### src/rtl/socfg_pkg.sv
// package for the sensor configuration array: offsets, fields, reset values
package socfg_pkg;

   // ****************************************************************
   // array geometry
   // ****************************************************************
   localparam int         SOCFG_NUM_LOC    = 14;
   localparam logic [4:0] SOCFG_BYTE_AW    = 5'h0E;
   localparam int         SOCFG_CRC_W      = 8;

   // ****************************************************************
   // byte offsets
   // ****************************************************************
   localparam logic [3:0] SERIAL_BYTE0_OFS  = 4'h0;
   localparam logic [3:0] SERIAL_BYTE3_OFS  = 4'h3;
   localparam logic [3:0] FACTORY_RANGE_OFS = 4'h4;
   localparam logic [3:0] LINK_OPTIONS_OFS  = 4'h5;
   localparam logic [3:0] USER_FIRST_OFS    = 4'h5;
   localparam logic [3:0] USER_LAST_OFS     = 4'hB;
   localparam logic [3:0] STATUS_FLAGS_OFS  = 4'hC;
   localparam logic [3:0] MAKER_ID_OFS      = 4'hD;

   // ****************************************************************
   // field positions and reset values
   // ****************************************************************
   localparam int         UNIT_LSB         = 0;
   localparam int         UNIT_MSB         = 12;
   localparam int         LOT_LSB          = 13;
   localparam int         LOT_MSB          = 31;
   localparam logic [4:0] RANGE_FIXED_PAT  = 5'h04;
   localparam int         LOCK_BIT         = 7;
   localparam int         PULSE_EN_BIT     = 6;
   localparam int         SYNC_PULLDOWN_ENABLE_BIT      = 5;
   localparam int         LATENCY_BIT      = 4;
   localparam int         WORD_LEN_BIT     = 3;
   localparam int         BLANK_BIT        = 2;
   localparam int         CHECK_BIT        = 1;
   localparam int         BAUD_BIT         = 0;
   localparam logic [7:0] USER_DEFAULT     = 8'h00;
   localparam logic [7:0] RANGE_RESET      = 8'h20;

   // range codes
   localparam logic [2:0] RANGE_60G        = 3'h1;
   localparam logic [2:0] RANGE_120G       = 3'h3;
   localparam logic [2:0] RANGE_240G       = 3'h5;
   localparam logic [2:0] RANGE_480G       = 3'h7;

   // ****************************************************************
   // timing
   // ****************************************************************
   localparam int         PROG_TIME_NS     = 100;
   localparam int         CLK_PERIOD_NS    = 10;
   localparam int         PROG_CYCLES      = PROG_TIME_NS / CLK_PERIOD_NS;

   // ****************************************************************
   // types
   // ****************************************************************
   typedef enum logic [1:0] {
      SOCFG_FULL_RANGE_RSV,
      SOCFG_FULL_RANGE_MED,
      SOCFG_FULL_RANGE_HIGH
   } socfg_cell_t;

   // decoded link options carried to the rest of the sensor
   typedef struct packed {
      logic sync_pulldown_enable;
      logic latency_select;
      logic word_length_select;
      logic blanking_select;
      logic check_code_select;
      logic baud_select;
   } socfg_link_opts_t;

   // link access request: byte or nibble addressing
   typedef struct packed {
      logic       rd;
      logic       wr;
      logic       nibble_mode;
      logic [4:0] addr;
      logic [7:0] wdata;
   } socfg_req_t;

endpackage

### src/rtl/socfg_array.sv
// user-accessible configuration and identification array
`timescale 1ns/1ps

module socfg_array
   import socfg_pkg::*;
#(
   parameter logic [31:0] UNIT_LOT_WORD = 32'h00002001,
   parameter logic [2:0]  RANGE_CODE    = 3'h1,
   // arbitrary neutral value, no real maker code
   parameter logic [7:0]  MAKER_ID_DFLT = 8'h5A,
   parameter logic [7:0]  TRIM_VALUE    = 8'hA5
) (
   // clock and reset
   input  wire logic              ref_clk,
   input  wire logic              rst,
   // link access port
   input  wire socfg_req_t        link_req,
   input  wire logic              exec_prog,
   output logic                   rd_valid,
   output logic [7:0]             rd_data,
   output logic                   wr_refused,
   output logic                   prog_busy,
   // status from the sensor core
   input  wire logic [7:0]        core_status,
   input  wire logic              pcm_stream,
   // configuration outputs
   output socfg_link_opts_t       link_opts,
   output logic                   pcm_out,
   output logic [2:0]             range_code,
   output socfg_cell_t            cell_kind,
   output logic                   user_locked,
   output logic                   user_check_en,
   output logic                   factory_fault,
   output logic                   user_fault
);

   // ****************************************************************
   // storage
   // ****************************************************************
   // factory block: identification, range, trim
   logic [7:0] fact_mem [0:4];
   logic [7:0] trim_r;
   logic [7:0] fact_crc_r;
   // user block: shadow written by link, OTP image burned on execute
   logic [7:0] user_shadow_r [0:7];
   logic [7:0] user_otp_r    [0:7];
   logic [7:0] user_crc_r;
   logic       lock_r;
   logic       check_r;
   logic [3:0] prog_cnt_r;
   logic       prog_r;
   logic       readout_r;

   // map a byte offset into the user index (offsets 5..B and D)
   function automatic logic [2:0] user_idx(input logic [3:0] ofs);
      logic [2:0] i;
      i = 3'h0;
      if (ofs == MAKER_ID_OFS) begin
         i = 3'h7;
      end else begin
         i = 3'(ofs - USER_FIRST_OFS);
      end
      return i;
   endfunction

   // simple xor-rotate check byte; per block so faults stay separate
   function automatic logic [7:0] chk(input logic [7:0] a, input logic [7:0] b);
      return {a[6:0], a[7]} ^ b;
   endfunction

   // ****************************************************************
   // factory block contents
   // ****************************************************************
   // fixed at build; unit and lot fields fit 13 and 19 bits
   // numbering from 1 is the build parameter's job
   always_comb begin
      fact_mem[0] = UNIT_LOT_WORD[7:0];
      fact_mem[1] = UNIT_LOT_WORD[15:8];
      fact_mem[2] = UNIT_LOT_WORD[23:16];
      fact_mem[3] = UNIT_LOT_WORD[31:24];
      // upper five bits hardwired, low three range code
      fact_mem[4] = {RANGE_FIXED_PAT, RANGE_CODE};
   end

   // trim value is reachable only from inside the core
   always_ff @(posedge ref_clk) begin
      if (rst) begin
         trim_r <= 8'h00;
      end else begin
         trim_r <= TRIM_VALUE;
      end
   end

   // ****************************************************************
   // address decode
   // ****************************************************************
   logic [3:0] byte_ofs;
   logic       hi_nib;
   logic       is_user;
   logic       is_mapped;
   always_comb begin
      // nibble addressing: byte = addr/2, odd picks upper half
      if (link_req.nibble_mode) begin
         byte_ofs = link_req.addr[4:1];
         hi_nib   = link_req.addr[0];
      end else begin
         byte_ofs = link_req.addr[3:0];
         hi_nib   = 1'b0;
      end
      is_mapped = (link_req.nibble_mode || !link_req.addr[4]) &&
                  (byte_ofs <= MAKER_ID_OFS);
      is_user   = is_mapped && ((byte_ofs >= USER_FIRST_OFS &&
                  byte_ofs <= USER_LAST_OFS) || byte_ofs == MAKER_ID_OFS);
   end

   // ****************************************************************
   // shadow writes from the link
   // ****************************************************************
   // besides the readout reload, only link writes reach user locations, never after lock
   logic wr_ok;
   // readout cycle counts as busy, else its reload would eat the write
   assign wr_ok = link_req.wr && is_user && !lock_r && !prog_r &&
                  !readout_r;
   always_ff @(posedge ref_clk) begin
      if (rst) begin
         for (int i = 0; i < 7; i++) begin
            user_shadow_r[i] <= USER_DEFAULT;
         end
         user_shadow_r[7] <= MAKER_ID_DFLT;
      end else if (readout_r) begin
         // readout reloads shadow from the burned image
         for (int i = 0; i < 8; i++) begin
            user_shadow_r[i] <= user_otp_r[i];
         end
      end else if (wr_ok) begin
         if (!link_req.nibble_mode) begin
            user_shadow_r[user_idx(byte_ofs)] <= link_req.wdata;
         end else if (hi_nib) begin
            user_shadow_r[user_idx(byte_ofs)][7:4] <= link_req.wdata[3:0];
         end else begin
            user_shadow_r[user_idx(byte_ofs)][3:0] <= link_req.wdata[3:0];
         end
      end
   end

   // refused write indication, one cycle
   always_ff @(posedge ref_clk) begin
      if (rst) begin
         wr_refused <= 1'b0;
      end else begin
         wr_refused <= link_req.wr && !wr_ok;
      end
   end

   // ****************************************************************
   // programming sequence
   // ****************************************************************
   // burn takes a fixed time, then a readout cycle follows
   always_ff @(posedge ref_clk) begin
      if (rst) begin
         prog_r     <= 1'b0;
         prog_cnt_r <= 4'h0;
         readout_r  <= 1'b0;
      end else begin
         readout_r <= 1'b0;
         if (prog_r) begin
            if (prog_cnt_r == 4'(PROG_CYCLES - 1)) begin
               prog_r    <= 1'b0;
               readout_r <= 1'b1;
            end else begin
               prog_cnt_r <= prog_cnt_r + 4'h1;
            end
         end else if (exec_prog && !lock_r && !readout_r) begin
            prog_r     <= 1'b1;
            prog_cnt_r <= 4'h0;
         end
      end
   end

   // OTP image: defaults zero except the maker ID byte, frozen once locked
   always_ff @(posedge ref_clk) begin
      if (rst) begin
         for (int i = 0; i < 7; i++) begin
            user_otp_r[i] <= USER_DEFAULT;
         end
         user_otp_r[7] <= MAKER_ID_DFLT;
      end else if (prog_r && prog_cnt_r == 4'h0 && !lock_r) begin
         // OTP bits can only go from 0 to 1
         for (int i = 0; i < 8; i++) begin
            user_otp_r[i] <= user_otp_r[i] | user_shadow_r[i];
         end
      end
   end

   // lock and user check take effect at readout
   always_ff @(posedge ref_clk) begin
      if (rst) begin
         lock_r  <= 1'b0;
         check_r <= 1'b0;
      end else if (readout_r && user_otp_r[0][LOCK_BIT]) begin
         lock_r  <= 1'b1;
         check_r <= 1'b1;
      end
   end

   // ****************************************************************
   // independent check logic for the two blocks
   // ****************************************************************
   // factory check covers identification and range
   logic [7:0] fact_calc;
   logic [7:0] user_calc;
   always_comb begin
      fact_calc = 8'h00;
      for (int i = 0; i < 5; i++) begin
         fact_calc = chk(fact_calc, fact_mem[i]);
      end
      user_calc = 8'h00;
      for (int i = 0; i < 8; i++) begin
         user_calc = chk(user_calc, user_otp_r[i]);
      end
   end

   // factory reference check byte reloaded every cycle, user one captured at each readout
   always_ff @(posedge ref_clk) begin
      if (rst) begin
         fact_crc_r <= 8'h00;
         user_crc_r <= 8'h00;
      end else begin
         fact_crc_r <= fact_calc;
         if (readout_r) begin
            user_crc_r <= user_calc;
         end
      end
   end

   // faults flagged per block; user check only once locked
   logic fact_armed_r;
   always_ff @(posedge ref_clk) begin
      if (rst) begin
         fact_armed_r  <= 1'b0;
         factory_fault <= 1'b0;
         user_fault    <= 1'b0;
      end else begin
         fact_armed_r  <= 1'b1;
         factory_fault <= fact_armed_r && (fact_crc_r != fact_calc);
         user_fault    <= check_r && !readout_r &&
                          (user_crc_r != user_calc);
      end
   end

   // ****************************************************************
   // read path
   // ****************************************************************
   // every readable location returned, next cycle
   logic [7:0] rd_byte;
   always_comb begin
      rd_byte = 8'h00;
      if (!is_mapped) begin
         rd_byte = 8'h00;
      end else if (byte_ofs <= FACTORY_RANGE_OFS) begin
         rd_byte = fact_mem[byte_ofs[2:0]];
      end else if (byte_ofs == STATUS_FLAGS_OFS) begin
         rd_byte = {1'b0, core_status[6:1], 1'b0};
      end else begin
         rd_byte = user_shadow_r[user_idx(byte_ofs)];
      end
   end

   always_ff @(posedge ref_clk) begin
      if (rst) begin
         rd_valid <= 1'b0;
         rd_data  <= 8'h00;
      end else begin
         rd_valid <= link_req.rd;
         if (link_req.rd) begin
            // nibble reads land in the low four bits
            if (!link_req.nibble_mode) begin
               rd_data <= rd_byte;
            end else if (hi_nib) begin
               rd_data <= {4'h0, rd_byte[7:4]};
            end else begin
               rd_data <= {4'h0, rd_byte[3:0]};
            end
         end
      end
   end

   // ****************************************************************
   // configuration outputs
   // ****************************************************************
   // options follow the active shadow copy
   always_ff @(posedge ref_clk) begin
      if (rst) begin
         link_opts   <= '0;
         pcm_out     <= 1'b0;
         user_locked <= 1'b0;
         prog_busy   <= 1'b0;
      end else begin
         link_opts.sync_pulldown_enable <= user_shadow_r[0][SYNC_PULLDOWN_ENABLE_BIT];
         link_opts.latency_select       <= user_shadow_r[0][LATENCY_BIT];
         link_opts.word_length_select   <= user_shadow_r[0][WORD_LEN_BIT];
         link_opts.blanking_select      <= user_shadow_r[0][BLANK_BIT];
         link_opts.check_code_select    <= user_shadow_r[0][CHECK_BIT];
         link_opts.baud_select          <= user_shadow_r[0][BAUD_BIT];
         // pulse stream when enabled, else held low
         pcm_out     <= user_shadow_r[0][PULSE_EN_BIT] & pcm_stream;
         user_locked <= lock_r;
         prog_busy   <= prog_r | readout_r;
      end
   end

   // range decode; even codes reserved
   always_ff @(posedge ref_clk) begin
      if (rst) begin
         range_code    <= 3'h0;
         cell_kind     <= SOCFG_FULL_RANGE_RSV;
         user_check_en <= 1'b0;
      end else begin
         range_code    <= RANGE_CODE;
         user_check_en <= check_r;
         case (RANGE_CODE)
            RANGE_60G, RANGE_120G:  cell_kind <= SOCFG_FULL_RANGE_MED;
            RANGE_240G, RANGE_480G: cell_kind <= SOCFG_FULL_RANGE_HIGH;
            default:                cell_kind <= SOCFG_FULL_RANGE_RSV;
         endcase
      end
   end
endmodule

### config.mk
export PLATFORM = sky130hd
export DESIGN_NAME = socfg_array
export DESIGN_NICKNAME = d
export VERILOG_FILES = /design/src/rtl/socfg_pkg.sv /design/src/rtl/socfg_array.sv
export SDC_FILE = /design/constraint.sdc
export NUM_CORES = 1
export LEC_CHECK = 0
export BUFFER_PORTS_ARGS = -buffer_cell sky130_fd_sc_hd__buf_2
export CAP_MARGIN = 10
export CORE_UTILIZATION = 55
export CTS_CLUSTER_SIZE = 30
export DETAILED_ROUTE_END_ITERATION = 8
export PLACE_DENSITY_LB_ADDON = 0.1
export SETUP_SLACK_MARGIN = 0.02
export SKIP_LAST_GASP = 1
export SLEW_MARGIN = 5
export SYNTH_ARGS = -nofsm -noshare
export SYNTH_HDL_FRONTEND = slang
export SYNTH_SLANG_ARGS = --single-unit
export TNS_END_PERCENT = 1
### constraint.sdc
create_clock -name ref_clk -period 5.05 [get_ports ref_clk]
set_input_delay 1.01 -clock ref_clk [delete_from_list [all_inputs] [get_ports ref_clk]]
set_output_delay 1.01 -clock ref_clk [all_outputs]
set_load 0.02 [all_outputs]
* Yosys cells after proc, flatten, opt, wreduce, memory -nomap -nowiden
Memories as Yosys holds them, arrays and structs flattened.
Index checks and enable logic that the tools add are counted.
** Cells by class
- Add/subtract/negate cells :: 2
- Muxes and demuxes :: 70
- Magnitude comparators :: 5
- Eq/ne operators :: 6
- Bitwise logic cells :: 37
- Reductions and logical operators :: 28
** Operator list (number)
- 8-bit 2-to-1 mux :: 23
- 8-bit OR :: 8
- 8-bit bitwise XOR :: 7
- 1-bit 2-to-1 mux :: 33
- 4-bit 2-to-1 mux :: 7
- 1-bit OR :: 19
- 1-bit logical AND :: 16
- 3-bit 2-to-1 mux :: 5
- 4-bit equality test, second input constant :: 3
- 4-bit less-or-equal comparator, second input constant :: 2
- 8-bit by 6-bit inequality test with 1-bit output, second input constant :: 1
- 8-bit inequality test :: 1
- 8-bit OR reduction :: 1
- 6-bit 2-to-1 mux :: 1
- 1-bit zero test :: 5
- 4-bit by 1-bit adder with 4-bit output, second input constant :: 1
- 4-bit by 3-bit greater-or-equal comparator with 1-bit output, second input constant :: 1
- 4-bit greater-or-equal comparator, second input constant :: 1
- 4-bit by 3-bit less-or-equal comparator with 1-bit output, second input constant :: 1
- 4-bit zero test :: 1
- 3-bit inverter with 4-bit output :: 1
- 3-bit subtractor, second input constant :: 1
- 1-bit logical OR :: 2
- 2-bit 2-to-1 mux :: 1
- other kinds (6) :: 6
** Word-level totals
- Memories :: 3
- Logic and storage cells :: 174
- Memory bits (read-only) :: 64
- Bits of input ports :: 28
- Register bits after elaboration :: 50
- RAM bits :: 128
** Memories
- (no name shown) :: words 8, bits a word 8, rd ports 1, clocked after Yosys merged registers in 0, write ports 0, RTL line socfg_array.sv:261 : rd_byte = fact_mem[byte_ofs[2:0]];
- user_otp_r :: words 8, bits a word 8, rd ports 8, clocked after Yosys merged registers in 0, write ports 8, RTL line socfg_array.sv:46 : logic [7:0] user_otp_r [0:7];
- user_shadow_r :: words 8, bits a word 8, rd ports 9, clocked after Yosys merged registers in 0, write ports 8, RTL line socfg_array.sv:45 : logic [7:0] user_shadow_r [0:7];

* Logic depth before layout (Yosys ltp)
- Depth in word-level cells :: 16
- Mapped depth :: 15
- Mapped depth without buffers :: 10

* Worst setup path after synthesis
OpenSTA, ideal clock, no wires.
- Kind :: in2reg
- Start point :: input link_req[13] (netlist name)
- End point :: memory user_shadow_r[5][4], enable pin
- Cell stages on the path :: 14
- Setup time :: 308 ps
- Buffers on the path :: 7
- Setup slack :: 933 ps
- Arrival :: 3809 ps
- Cells stage by stage :: buf_6 -> buf_2 -> buf_1 -> mux2i_1 -> ha_1 -> buf_2 -> inv_1 -> ha_1 -> buf_2 -> buf_2 -> buf_2 -> nor2_1 -> nand3_1 -> nand2_1
** RTL lines
- from (decl) :: RTL line socfg_array.sv:17 : input wire socfg_req_t link_req,
- to (decl) :: RTL line socfg_array.sv:45

* Worst setup path in the final report
- Start point :: input link_req[13] (netlist name)
- End point :: register rd_data[5]
** On the way
- Cells in the longest elaborated chain, start to end :: 11
** Ends and longest elaborated chain
- 4-bit 2-to-1 mux :: RTL line socfg_array.sv:103 : if (link_req.nibble_mode) begin
- 3-bit subtractor or 4-bit equality test (tied branches) :: RTL line socfg_array.sv:61, socfg_array.sv:58
- 3-bit 2-to-1 mux :: RTL line socfg_array.sv:58 : if (ofs == MAKER_ID_OFS) begin
- 3-bit 2-to-1 mux :: RTL line socfg_array.sv:262 : end else if (byte_ofs == STATUS_FLAGS_OFS) begin
- 3-bit 2-to-1 mux :: RTL line socfg_array.sv:260 : end else if (byte_ofs <= FACTORY_RANGE_OFS) begin
- 3-bit 2-to-1 mux :: RTL line socfg_array.sv:258 : if (!is_mapped) begin
- memory 8 x 8 bit
- 8-bit 2-to-1 mux :: RTL line socfg_array.sv:262
- 8-bit 2-to-1 mux :: RTL line socfg_array.sv:260
- 8-bit 2-to-1 mux :: RTL line socfg_array.sv:258
- 8-bit 2-to-1 mux * :: RTL line socfg_array.sv:277 : if (!link_req.nibble_mode) begin
- to (signal assigned) :: RTL line socfg_array.sv:278 : rd_data <= rd_byte;
- to (signal assigned) :: RTL line socfg_array.sv:280 : rd_data <= {4'h0, rd_byte[7:4]};
- to (signal assigned) :: RTL line socfg_array.sv:282 : rd_data <= {4'h0, rd_byte[3:0]};
- to (decl) :: RTL line socfg_array.sv:20 : output logic [7:0] rd_data,
Every way passes the cells marked *; elsewhere a longest branch is shown, timed or not. The select of a mux whose other input is x is not followed.
A chain may end at the register's enable or synchronous reset.

==> impl_metrics.yaml <==
worst_setup_path:
  reg2reg_slack_ns: 2.24
  crit_path_start_kind: "primary input"
  worstPathRequired_ns: 5.37
  crit_fanout: 25
  worstSetupEndpointType: "flop"
  r2r-end: "user_shadow_r[6][7]$_DFFE_PP_"
  ff2ff_path_depth: 5
  r2r_start: "readout_r$_SDFF_PP0_"
  path_class: "in -> reg"
  crit_arrival_ns: 4.68
detailed_routing:
  vias_per_cell: 6.18
  totalWireLength_um: 22700
  ant_nets: 0
  drt_pass1_iterations: 5
  drc: 0
  vias: 6444
  drt_iter0_drc: 810
  post_drt_wl_per_cell_um: 21.8
sta:
  finalHoldViolCount: 0
  clock-skew-final_ns: 0.0102
  tns_ns: 0
  post-route-period-util_pct: 86.4
  max_slew_margin_pct: 17.1
  slew_violations: 0
  worst_pin_slew_ns: 1.24
  max_freq_mhz: 229
  rsz0062_at_grt: "false"
  fin_crit_ns: 4.36
  setup_viol: 0
floorplan:
  die_h_um: 127
  core_area_mm2: 0.0152
  start_util_pct: 56.2
  core.rowCount: 45
  num_io_pins: 55
  die_area_mm2: 0.0160
  die_x_um: 127
outcome:
  status: "finished, final reports clean"
placed_design:
  postPlaceCellArea_mm2: 0.00885
  dp.cells: 1010
  gp_congestion: 0.896
  dp_hpwl_um: 15900
  portBuffers: 48
synth:
  synth.yosys.seq_area_share_pct: 53.4
  synth_seq_cells: 164
  ys.flop_type: "edfxtp_1"
  synth_top_area_share_pct: 45.0
  syn_area_mm2: 0.00854
  synthMostInstantiatedCell: "nor2_1"
  ys_types: 71
  synth_commonest_cells: "nor2_1, edfxtp_1, nand2_1"
  yosysWarnings: 0
  synth-async-reset-ratio_pct: 0
  synthTopCellsByArea: "edfxtp_1, dfxtp_1, nor2_1"
  synth_edf_count: 128
  synthCells: 814
  synth_top_area_cell: "edfxtp_1"
  avgSynthCellArea_um2: 10.5
grt:
  grt_pass1_wl_um: 35100
  grt_overflow: 0
  grt_pass1_vias: 6109
  grtUsageTotal_pct: 29.5
  grt_start_max_net_pins: 51
  grt_antenna_before_repair: 1
clock_tree:
  postCtsSetupBuffers: 0
  cts_tree: "done"
  cts_buffers: 17
  clockBufferDepth: 2
  cts_hold_buf: 0
  cts_root_buf: "clkbuf_16"
  clk_pin_slew_worst_paths_ns: 0.06
  clock-sinks: 164
  clk_latency_ns: 0.43
  cts-htree-levels: 4
  cts-resized-gates: 0
min_path:
  hold_start: "rd_data[7]$_SDFFE_PP0P_"
  hp-class: "reg -> reg"
  hold_depth: 2
  hold_end: "rd_data[7]$_SDFFE_PP0P_"
power:
  finalPower_uw: 3470
  vdd_drop_max_mv: 0.253
  power_leakage_uw: 0.00355
  p_per_area_mw_per_mm2: 369
cells_and_area:
  final_cell_area_mm2: 0.00940
  drive_above_1_share_pct: 13.8
  area_delta_synth_final_pct: 10.1
  fin_util_pct: 61.9
  final_nets: 875
  diodes: 0
  layoutNonFillerInstCount: 1042
run:
  drv_cap: 0
-- cell type report --
type,count,area (um^2)
Tap cell,188,235
Inverter,16,62.6
Fill cell,1245,5800
Timing Repair Buffer,58,315
Sequential cell,164,4560
Clock inverter,9,63.8
Clock buffer,23,489
Multi-Input combinational cell,584,3670
-- through the flow --
step / hold WS (ns) / setup WS, ns
after floorplan: 0.467 / 0.933
after global routing: 0.495 / 0.443
final: 0.461 / 0.686
after detailed placement: 0.454 / 0.361
after global placement: 0.455 / 0.358
after CTS: 0.464 / 0.779
-- registers in the layout, indices dropped and copies added (netlist names) --
signal	flops
pcm_out	1
prog_busy	1
fact_crc_r	1
readout_r	1
rd_valid	1
check_r	1
user_otp_r	64
user_locked	1
prog_cnt_r	4
user_shadow_r	64
user_fault	1
wr_refused	1
prog_r	1
user_crc_r	8
rd_data	8
link_opts	6
-- kinds of logic after synthesis --
family,after synthesis,synth area share [%]
adders and majority gates,6,0.879
DFF,164,53.4
buffers and inverters,69,3.79
xor gates and xnor gates,66,6.77
and+or+nand+nor,333,17.5
muxes,40,6.18
AOI/OAI and AO/OA,135,11.4
other,1,0.0439
-- how the worst max path moves through the flow --
stage | from | end | slack, ns | depth (start not counted)
floorplan | link_req[13] | user_shadow_r[5][4]$_DFFE_PP_ | 0.93 | 14
global placement | link_req[13] | rd_data[5]$_SDFFE_PP0P_ | 0.36 | 11
detailed placement | link_req[13] | rd_data[5]$_SDFFE_PP0P_ | 0.36 | 11
CTS | link_req[13] | rd_data[5]$_SDFFE_PP0P_ | 0.78 | 11
global route | link_req[13] | rd_data[5]$_SDFFE_PP0P_ | 0.44 | 11
finish | link_req[13] | rd_data[5]$_SDFFE_PP0P_ | 0.69 | 11
-- cell usage in the layout, fill, tap and decap left out, types with 3 or more instances in the layout --
cell       instances
a211oi_1           9
a21oi_1           17
a22o_1            24
a22oi_1            3
a311oi_1           3
a32o_1             4
and3_1            12
buf_2             48
buf_4             10
clkbuf_1           3
clkbuf_16         18
conb_1             4
dfxtp_1           36
edfxtp_1         128
ha_1               6
inv_1             14
inv_4              5
mux2_2             5
mux2i_1           21
mux2i_2            4
mux4_2             6
nand2_1           80
nand2b_1          14
nand3_1           14
nand4_1            6
nor2_1           160
nor2b_1           16
nor3_1             4
nor3b_1            6
nor4_1             3
o2111ai_1          3
o211ai_1           3
o21ai_0           23
o21ai_1           20
o22ai_1            4
o31ai_1            3
or3_1              4
xnor2_1           57
xor2_1             9
-- layer usage --
metal	part of all wire (%)	vias up	GRT usage [%]
met4	2.5	0	11.0
met2	47	320	46.5
met3	8.1	45	5.74
met1	43	3136	40.6
li1	-	2943	-
met5	0	-	0
-- power by group --
part           switching (uW)  internal [uW]  total [uW]
clock                     547            691        1240
sequential               72.4           1550        1620
combinational             376            233         610
total                     995           2470        3470
-- critical path, cell delays in order --
cell and delay [ns]:
buf_2 0.40, mux2i_4 0.36, ha_1 0.41, inv_1 0.09
ha_1 0.56, nand2_1 0.18, a21oi_1 0.76, nand3_1 0.31
o2111ai_1 0.24, o21ai_0 0.17, a41o_1 0.20
(Power assumes the default switching activity.)
